### src/verilog/counter_latch_pkg.sv
package counter_latch_pkg;

   // ==================================================
   // port map
   localparam int NUM_COUNTERS = 3;
   localparam logic [7:0] COUNTER0_OFF = 8'h14;
   localparam logic [7:0] CONTROL_OFF = 8'h17;

   // ==================================================
   // control byte fields
   localparam int TARGET_SELECT_HIGH = 7;
   localparam int TARGET_SELECT_LOW = 6;
   localparam int ACCESS_MODE_HIGH = 5;
   localparam int ACCESS_MODE_LOW = 4;
   localparam int COUNT_MODE_B2 = 3;
   localparam int COUNT_MODE_B0 = 1;
   localparam int DECIMAL_BIT = 0;
   localparam logic [1:0] SELECT_READBACK = 2'h3;

   // ==================================================
   // readback command fields
   localparam int COUNT_CAPTURE_N = 5;
   localparam int STATUS_CAPTURE_N = 4;
   localparam int SELECT_FIRST_COUNTER = 1;
   localparam int READBACK_MARK_BIT = 0;

   // ==================================================
   // access modes
   localparam logic [1:0] ACCESS_CAPTURE = 2'h0;
   localparam logic [1:0] ACCESS_LOW = 2'h1;
   localparam logic [1:0] ACCESS_HIGH = 2'h2;
   localparam logic [1:0] ACCESS_PAIR = 2'h3;

   // ==================================================
   // reset values
   localparam logic [15:0] COUNT_RESET = 16'h0000;
   localparam logic [7:0] READ_RESET = 8'h00;
   localparam logic [7:0] UNMAPPED_READ = 8'h00;

   // per-counter programming, also bits 5..0 of the status snapshot
   typedef struct packed {
      logic [1:0] access;
      logic [2:0] mode;
      logic decimal;
   } counter_ctrl_s;

   localparam counter_ctrl_s CTRL_RESET = '{access: ACCESS_PAIR, mode: 3'h0, decimal: 1'b0};

   // host bus sample after synchronisation
   typedef struct packed {
      logic write;
      logic read;
      logic [7:0] addr;
      logic [7:0] data;
   } host_bus_s;

endpackage

### src/verilog/counter_latch_readback.sv
`timescale 1ns/1ns
// Function
// - access bits zero capture addressed count
// - reads return held value, counting continues
// - high-only, low-only, or low-then-high access
// - pair mode toggles byte flip; host pairs
// - top bits 11, bit0 zero is readback
// - select bits 1..3 choose counters 0..2
// - count-capture-n low captures selected counts together
// - status-capture-n low snapshots status, next read
// - status: out, null, access, mode, decimal
// - null flag set until count transferred
// - decimal bit selects binary or BCD counting
// - full readback pair: status, low, high
// - captures ignored until held count fully read
// - status read ahead of pending held count
// - top bits 00/01/10 pick counter, 11 readback
// - ports at offsets 14 to 17 hex
module counter_latch_readback (
   // clock and reset
   input wire logic clk,
   input wire logic reset_n,
   // host i/o port, asynchronous pins
   input wire logic hostWrite,
   input wire logic hostRead,
   input wire logic [7:0] hostAddr,
   input wire logic [7:0] hostWrData,
   output logic [7:0] hostRdData,
   // counter pins, asynchronous
   input wire logic [2:0] countClock,
   input wire logic [2:0] countGate,
   output logic [2:0] countOut
);

   // ==================================================
   // helpers
   function automatic logic [15:0] count_down(input logic [15:0] value, input logic decimal);
      logic [15:0] result;
      logic borrow;
      result = value;
      borrow = 1'b1;
      if (decimal) begin
         for (int d = 0; d < 4; d++) begin
            if (borrow) begin
               if (value[4*d +: 4] == 4'h0) begin
                  result[4*d +: 4] = 4'h9;
               end else begin
                  result[4*d +: 4] = value[4*d +: 4] - 4'h1;
                  borrow = 1'b0;
               end
            end
         end
      end else begin
         result = value - 16'h0001;
      end
      return result;
   endfunction

   function automatic logic [7:0] pick_byte(input logic [15:0] value, input logic upper);
      return upper ? value[15:8] : value[7:0];
   endfunction

   // ==================================================
   // synchronisers: stage one feeds stage two only
   counter_latch_pkg::host_bus_s busMeta_q, busSync_q;
   logic busWriteOld_q, busReadOld_q;
   logic [2:0] clkMeta_q, clkSync_q, clkOld_q, gateMeta_q, gateSync_q;

   always_ff @(posedge clk) begin
      busMeta_q <= '{write: hostWrite, read: hostRead, addr: hostAddr, data: hostWrData};
      busSync_q <= busMeta_q;
      clkMeta_q <= countClock;
      clkSync_q <= clkMeta_q;
      gateMeta_q <= countGate;
      gateSync_q <= gateMeta_q;
      busWriteOld_q <= busSync_q.write;
      busReadOld_q <= busSync_q.read;
      clkOld_q <= clkSync_q;
   end

   // ==================================================
   // decode
   // address and data must be stable while the strobe is up; they are sampled on its synced rise
   wire writeEdge = busSync_q.write & ~busWriteOld_q;
   wire readEdge = busSync_q.read & ~busReadOld_q;
   wire [7:0] cmd = busSync_q.data;
   wire [7:0] portIdx = busSync_q.addr - counter_latch_pkg::COUNTER0_OFF;
   wire portHit = (busSync_q.addr >= counter_latch_pkg::COUNTER0_OFF) &&
                  (busSync_q.addr < counter_latch_pkg::CONTROL_OFF);
   wire controlWrite = writeEdge && (busSync_q.addr == counter_latch_pkg::CONTROL_OFF);
   wire [1:0] targetSel = cmd[counter_latch_pkg::TARGET_SELECT_HIGH:counter_latch_pkg::TARGET_SELECT_LOW];
   wire [1:0] cmdAccess = cmd[counter_latch_pkg::ACCESS_MODE_HIGH:counter_latch_pkg::ACCESS_MODE_LOW];
   // readback with bit 0 set is reserved and does nothing
   wire isReadback = (targetSel == counter_latch_pkg::SELECT_READBACK);
   wire readbackOk = isReadback && !cmd[counter_latch_pkg::READBACK_MARK_BIT];
   wire rbCount = readbackOk && !cmd[counter_latch_pkg::COUNT_CAPTURE_N];
   wire rbStatus = readbackOk && !cmd[counter_latch_pkg::STATUS_CAPTURE_N];
   wire [2:0] rbSelect = cmd[counter_latch_pkg::SELECT_FIRST_COUNTER +: 3];

   logic [2:0] hitCtrl, captureCmd, statusCmd, progCmd, dataWrite, dataRead, countTick;
   always_comb begin
      for (int i = 0; i < counter_latch_pkg::NUM_COUNTERS; i++) begin
         hitCtrl[i] = controlWrite && !isReadback && (targetSel == 2'(i));
         captureCmd[i] = (hitCtrl[i] && cmdAccess == counter_latch_pkg::ACCESS_CAPTURE) ||
                         (rbCount && rbSelect[i]);
         statusCmd[i] = rbStatus && rbSelect[i];
         progCmd[i] = hitCtrl[i] && cmdAccess != counter_latch_pkg::ACCESS_CAPTURE;
         dataWrite[i] = writeEdge && portHit && (portIdx == 8'(i));
         dataRead[i] = readEdge && portHit && (portIdx == 8'(i));
         countTick[i] = clkSync_q[i] & ~clkOld_q[i] & gateSync_q[i];
      end
   end

   // ==================================================
   // per-counter state
   counter_latch_pkg::counter_ctrl_s ctrl_q [3];
   logic [15:0] element_q [3];
   logic [15:0] loadValue_q [3];
   logic [15:0] hold_q [3];
   logic [7:0] snapshot_q [3];
   logic [2:0] holdFull_q, snapFull_q, loadPend_q, nullCount_q, readFlip_q, writeFlip_q, out_q;

   // ==================================================
   // read selection for the addressed counter
   logic [1:0] rdIdx;
   logic [7:0] readMux;
   logic upperByte;
   always_comb begin
      rdIdx = portHit ? portIdx[1:0] : 2'h0;
      upperByte = (ctrl_q[rdIdx].access == counter_latch_pkg::ACCESS_HIGH) ||
                  (ctrl_q[rdIdx].access == counter_latch_pkg::ACCESS_PAIR && readFlip_q[rdIdx]);
      if (!portHit) begin
         readMux = counter_latch_pkg::UNMAPPED_READ;
      end else if (snapFull_q[rdIdx]) begin
         readMux = snapshot_q[rdIdx];
      end else if (holdFull_q[rdIdx]) begin
         readMux = pick_byte(hold_q[rdIdx], upperByte);
      end else begin
         // live bytes may tear while counting runs; host must stop the counter first
         readMux = pick_byte(element_q[rdIdx], upperByte);
      end
   end

   always_ff @(posedge clk) begin
      if (!reset_n) begin
         hostRdData <= counter_latch_pkg::READ_RESET;
      end else if (readEdge) begin
         hostRdData <= readMux;
      end
   end

   // ==================================================
   // counters, captures and byte sequencing
   // counting here is a plain down count; the timing mode is only stored and reported in status, the output pin ignores it
   logic [2:0] pairMode, loadDone, transfer, flipRead, holdRelease, snapRelease;
   always_comb begin
      for (int i = 0; i < counter_latch_pkg::NUM_COUNTERS; i++) begin
         pairMode[i] = (ctrl_q[i].access == counter_latch_pkg::ACCESS_PAIR);
         // a single-byte load completes at once, a pair load on its high byte
         loadDone[i] = dataWrite[i] && (ctrl_q[i].access == counter_latch_pkg::ACCESS_LOW ||
                       ctrl_q[i].access == counter_latch_pkg::ACCESS_HIGH || (pairMode[i] && writeFlip_q[i]));
         transfer[i] = countTick[i] && loadPend_q[i];
         // a status read leaves the byte flip where it is
         flipRead[i] = dataRead[i] && !snapFull_q[i] && pairMode[i];
         holdRelease[i] = dataRead[i] && !snapFull_q[i] && holdFull_q[i] &&
                          (!pairMode[i] || readFlip_q[i]);
         snapRelease[i] = dataRead[i] && snapFull_q[i];
      end
   end

   // programming rewrites access mode, counting mode and decimal select
   always_ff @(posedge clk) begin
      for (int i = 0; i < counter_latch_pkg::NUM_COUNTERS; i++) begin
         if (!reset_n) begin
            ctrl_q[i] <= counter_latch_pkg::CTRL_RESET;
         end else if (progCmd[i]) begin
            ctrl_q[i] <= '{access: cmdAccess,
                           mode: cmd[counter_latch_pkg::COUNT_MODE_B2:counter_latch_pkg::COUNT_MODE_B0],
                           decimal: cmd[counter_latch_pkg::DECIMAL_BIT]};
         end
      end
   end

   // read and write keep separate byte flips; programming clears both
   always_ff @(posedge clk) begin
      for (int i = 0; i < counter_latch_pkg::NUM_COUNTERS; i++) begin
         if (!reset_n || progCmd[i]) begin
            readFlip_q[i] <= 1'b0;
            writeFlip_q[i] <= 1'b0;
         end else begin
            if (flipRead[i]) begin
               readFlip_q[i] <= ~readFlip_q[i];
            end
            if (dataWrite[i] && pairMode[i]) begin
               writeFlip_q[i] <= ~writeFlip_q[i];
            end
         end
      end
   end

   // a pending load transfers on the next input clock rise with the gate high; a load completed in that cycle stays pending
   always_ff @(posedge clk) begin
      for (int i = 0; i < counter_latch_pkg::NUM_COUNTERS; i++) begin
         if (!reset_n) begin
            element_q[i] <= counter_latch_pkg::COUNT_RESET;
            loadPend_q[i] <= 1'b0;
         end else begin
            if (transfer[i]) begin
               element_q[i] <= loadValue_q[i];
            end else if (countTick[i]) begin
               element_q[i] <= count_down(element_q[i], ctrl_q[i].decimal);
            end
            if (loadDone[i]) begin
               loadPend_q[i] <= 1'b1;
            end else if (transfer[i]) begin
               loadPend_q[i] <= 1'b0;
            end
         end
      end
   end

   // the set wins over the transfer, so a count written during a transfer still reads as null
   always_ff @(posedge clk) begin
      for (int i = 0; i < counter_latch_pkg::NUM_COUNTERS; i++) begin
         if (!reset_n) begin
            nullCount_q[i] <= 1'b0;
         end else if (progCmd[i] || loadDone[i]) begin
            nullCount_q[i] <= 1'b1;
         end else if (transfer[i]) begin
            nullCount_q[i] <= 1'b0;
         end
      end
   end

   always_ff @(posedge clk) begin
      for (int i = 0; i < counter_latch_pkg::NUM_COUNTERS; i++) begin
         if (!reset_n || progCmd[i]) begin
            out_q[i] <= 1'b0;
         end else if (countTick[i] && !loadPend_q[i] && element_q[i] == 16'h0001) begin
            out_q[i] <= 1'b1;
         end
      end
   end

   always_ff @(posedge clk) begin
      for (int i = 0; i < counter_latch_pkg::NUM_COUNTERS; i++) begin
         if (!reset_n) begin
            loadValue_q[i] <= counter_latch_pkg::COUNT_RESET;
         end else if (dataWrite[i]) begin
            case (ctrl_q[i].access)
               counter_latch_pkg::ACCESS_LOW: begin
                  loadValue_q[i] <= {8'h00, cmd};
               end
               counter_latch_pkg::ACCESS_HIGH: begin
                  loadValue_q[i] <= {cmd, 8'h00};
               end
               counter_latch_pkg::ACCESS_PAIR: begin
                  if (writeFlip_q[i]) begin
                     loadValue_q[i][15:8] <= cmd;
                  end else begin
                     loadValue_q[i][7:0] <= cmd;
                  end
               end
               default: begin
               end
            endcase
         end
      end
   end

   // count capture is refused while a held count is unread
   always_ff @(posedge clk) begin
      for (int i = 0; i < counter_latch_pkg::NUM_COUNTERS; i++) begin
         if (!reset_n) begin
            hold_q[i] <= counter_latch_pkg::COUNT_RESET;
            holdFull_q[i] <= 1'b0;
         end else if (captureCmd[i] && !holdFull_q[i]) begin
            hold_q[i] <= element_q[i];
            holdFull_q[i] <= 1'b1;
         end else if (holdRelease[i]) begin
            holdFull_q[i] <= 1'b0;
         end
      end
   end

   // a status snapshot is refused while an earlier one is unread
   always_ff @(posedge clk) begin
      for (int i = 0; i < counter_latch_pkg::NUM_COUNTERS; i++) begin
         if (!reset_n) begin
            snapshot_q[i] <= counter_latch_pkg::READ_RESET;
            snapFull_q[i] <= 1'b0;
         end else if (statusCmd[i] && !snapFull_q[i]) begin
            snapshot_q[i] <= {out_q[i], nullCount_q[i], ctrl_q[i]};
            snapFull_q[i] <= 1'b1;
         end else if (snapRelease[i]) begin
            snapFull_q[i] <= 1'b0;
         end
      end
   end

   always_ff @(posedge clk) begin
      if (!reset_n) begin
         countOut <= 3'h0;
      end else begin
         countOut <= out_q;
      end
   end

endmodule // counter_latch_readback

### config.mk
export PLATFORM = sky130hd
export DESIGN_NAME = counter_latch_readback
export DESIGN_NICKNAME = d
export VERILOG_FILES = /design/src/verilog/counter_latch_pkg.sv /design/src/verilog/counter_latch_readback.sv
export SDC_FILE = /design/constraint.sdc
export NUM_CORES = 1
export LEC_CHECK = 0
export ABC_AREA = 1
export BUFFER_PORTS_ARGS = -buffer_cell sky130_fd_sc_hd__buf_2
export CORE_MARGIN = 2
export CORE_UTILIZATION = 45
export CTS_BUF_LIST = sky130_fd_sc_hd__clkbuf_16
export DETAILED_ROUTE_END_ITERATION = 6
export HOLD_SLACK_MARGIN = 0.12
export PLACE_DENSITY_LB_ADDON = 0.15
export SLEW_MARGIN = 20
export SYNTH_ARGS = -nofsm -noshare
export SYNTH_HDL_FRONTEND = slang
export SYNTH_SLANG_ARGS = --single-unit
export TNS_END_PERCENT = 1
### constraint.sdc
create_clock -name clk -period 2.3 [get_ports clk]
set_clock_uncertainty 0.05 [all_clocks]
set_input_delay 0.115 -clock clk [delete_from_list [all_inputs] [get_ports clk]]
set_output_delay 0.115 -clock clk [all_outputs]
set_load 0.01 [all_outputs]
==> results.md <==
* Outcome: completed
* DRC violations left at 0
* Setup Viol. Count Final at 0
* Syn Inst Count at 1457
* Initial antenna violation count at 0
* Sw Ratio at 0.237
* Layout Area Growth over Synthesis at 17.9%
* Core Rows at 62
* Synth unique cells at 56
* Ys async rst share at 0
* Worst path slowest cell: dfxtp_1
* Power Density at 711 nW/um2
* Hold slack final at 0.145 ns
* Post-synthesis net count at 1501
* Via count at 10.1k
* Min-delay worst type: in2reg
* WP data arrival at 2.35 ns
* Num CTS Buffers at 28
* Area leader, netlist: edfxtp_1
* Synth cell count leaders: nand2_1 (344), nor2_1 (207), edfxtp_1 (186)
* Register area share after synthesis at 0.561
* Largest stage delay, worst path at 0.30 ns
* CP Max Fanout at 8
* Critical Path Sink Type: flip-flop
* Die width at 174 um
* H-tree Lvls at 1
* Ys Warns at 0
* Clock Latency Late Sink at 0.55 ns
* Vias per cell at 5.06
* Min cycle time layout at 2.15 ns
* CTS tree: built
* Unrepaired setup endpoints after global routing: yes
* Peak supply drop at 0.646 mV
* Worst Max-Slew Pin Slew at 0.740 ns
* Number of global-route vias before repair at 9855
* Util after Layout at 0.536
* Die Area at 30200 um2
* Final Hold Fails at 0
* Total power at 0.0109 W
* DRT iter0 DRCs at 899
* Max Cap Viol at 0
* Post-DP HPWL at 24900 um
* Syn avg cell area at 8.91 um2
* Share of cells above drive strength 1 at 0.154
* Required time of the critical path at 2.49 ns
* Post-Place Cells at 1915
* Area share of the largest cell type after synthesis at 0.430
* Leak at 6.58 nW
* Core ar. at 28500 um2
* CTS Sinks at 271
* Largest net degree at the start of global routing at 48
* Top-count cell post-synth: nand2_1
* Final wirelength at 34100 um
* Post-route insts no fill at 1992
* Top cells by area, synth: edfxtp_1 (43%), dfxtp_1 (13%), nand2_1 (9.9%)
* First-pass GRT wire length at 54200 um
* Crit share post-route at 0.935
* Final setup TNS at 0 ns
* Psw at 0.00258 W
* Sequential group share of total power at 0.506
* IO buf count at 36
* Drt pass-1 iters at 5
* Clock transition at the registers of the reported paths at 0.06 ns
* Logic gate share of total power at 0.080
* ANT cells at 0
* GRT Util Overall at 0.229
* Nets@finish at 1630
* Initial core utilization at 0.455
* Clock Power Share at 0.414
* Boundary Pins at 37
* Routed WL per cell at 17.1 um
* GR Overflow Total at 0
* CTS max path bufs at 3
* Int Power at 0.00830 W
* Worst slew margin at 0.506
* Prevailing post-synth register cell: edfxtp_1
* Yosys reg bits at 271
* Final Wtd Congestion at 0.903
* Post-route ant nets at 0
* WS Path Type: reg2reg
* Number of synthesized flops with an enable pin at 186
* Fmax at 465 MHz
* Die height at 174 um
* Final number of max-transition violations at 0
* Startpoint Class: flip-flop
* Cell Area, Synth at 13000 um2
* Clock root buffer: clkbuf_16
* Crit path cell chain: nor2_1 -> nand2_1 -> inv_1 -> nand4_2 -> inv_2 -> nand2_2 -> nor2_2 -> o21ai_0 -> o21ai_1 -> inv_2 -> nand2_2
[worst max-delay path: cells and delay by family, from the launching register on]
family,cells,cell delay (ns)
compound gates,2,0.28
buf+inv,3,0.33
flops,1,0.30
simple gates,6,0.87
[cells in the final DEF, fill, tap and decap left out, drive strengths merged, types with 7 or more instances in the layout]
cell | synthesis | routed
or2 | 7 | 7
a21oi | 69 | 69
nand4 | 9 | 9
a22o | 11 | 11
o21ai | 62 | 62
o211ai | 8 | 8
dlygate4sd3 | 0 | 25
dfxtp | 85 | 85
nand3 | 93 | 93
inv | 189 | 199
nor2 | 230 | 230
clkbuf | 23 | 32
edfxtp | 186 | 186
o22ai | 7 | 7
clkinv | 6 | 15
ha | 18 | 18
nor3 | 19 | 19
o31ai | 8 | 8
xor2 | 18 | 18
nand2 | 352 | 352
buf | 20 | 117
[stage by stage]
step | setup slack (ns) | instance area (um2)
6_report | 0.149 | 15300
5_1_grt | -0.0416 | 15300
4_1_cts | 0.0452 | 15300
3_5_place_dp | 0.0166 | 14100
3_3_place_gp | 0.0613 | 14100
2_1_floorplan | 0.0137 | 13000
[state kept, by name (all words and copies together), names as in the netlist, 8 cells and up]
signal	flops
ctrl_q	18
loadValue_q	48
hostRdData	8
element_q	48
hold_q	48
busSync_q	10
busMeta_q	18
snapshot_q	24
cmd	8
[repair_timing]
item | CTS | global route
endpoints found under the setup margin | 8 | 53
hold buffers | 25 | 0
resized for setup | 1 | 10
buffers inserted | 0 | 0
hold endpoints to repair | 28 | 0
pin swaps | 0 | 1
[cell type report]
| cell class | instances | area [um2] |
|---|---|---|
| timing repair buffer | 142 | 1130 |
| inverter | 195 | 734 |
| multi-input combinational | 948 | 4750 |
| clock buffer | 32 | 801 |
| tap | 384 | 480 |
| sequential | 271 | 7290 |
| clock inverter | 20 | 125 |
| fill | 2690 | 13200 |
[per-layer routing]
layer  vias up  part of all wire  routed length [um]  global-route usage
met2       275              0.46               15700               0.371
met5         -                 0                   0                   0
met4         0             0.028                 964              0.0672
li1       5058                 -                   -                   -
met1      4682              0.46               15700               0.327
met3        59             0.051                1740              0.0230
[cells by family after synthesis]
kind of cell	share of synthesized area
and+or+nand+nor	0.239
DFF	0.561
buffers and inverters	0.0758
AOI/OAI and AO/OA	0.0946
xor gates and xnor gates	0.0121
adders and majority gates	0.0173
[final timing paths]
kind | start | endpoint | slack, ns | cells past startpoint
max | busSync_q[14] | loadValue_q[2][5] | 0.15 | 11
max reg2reg | busSync_q[14] | loadValue_q[2][5] | 0.15 | 11
min reg2reg | busMeta_q[2] | cmd[2] | 0.27 | 0
min | hostAddr[1] | busMeta_q[9] | 0.14 | 2
[power groups by stage]
stage / logic (W) / registers [W] / clock network (W)
global placement: 0.000822 / 0.00560 / 0
global route: 0.000969 / 0.00552 / 0.00478
floorplan: 0.000511 / 0.00557 / 0
finish: 0.000873 / 0.00550 / 0.00451
detailed placement: 0.000829 / 0.00561 / 0
CTS: 0.000867 / 0.00550 / 0.00459
Note: power is estimated with default switching activity, not from simulation.
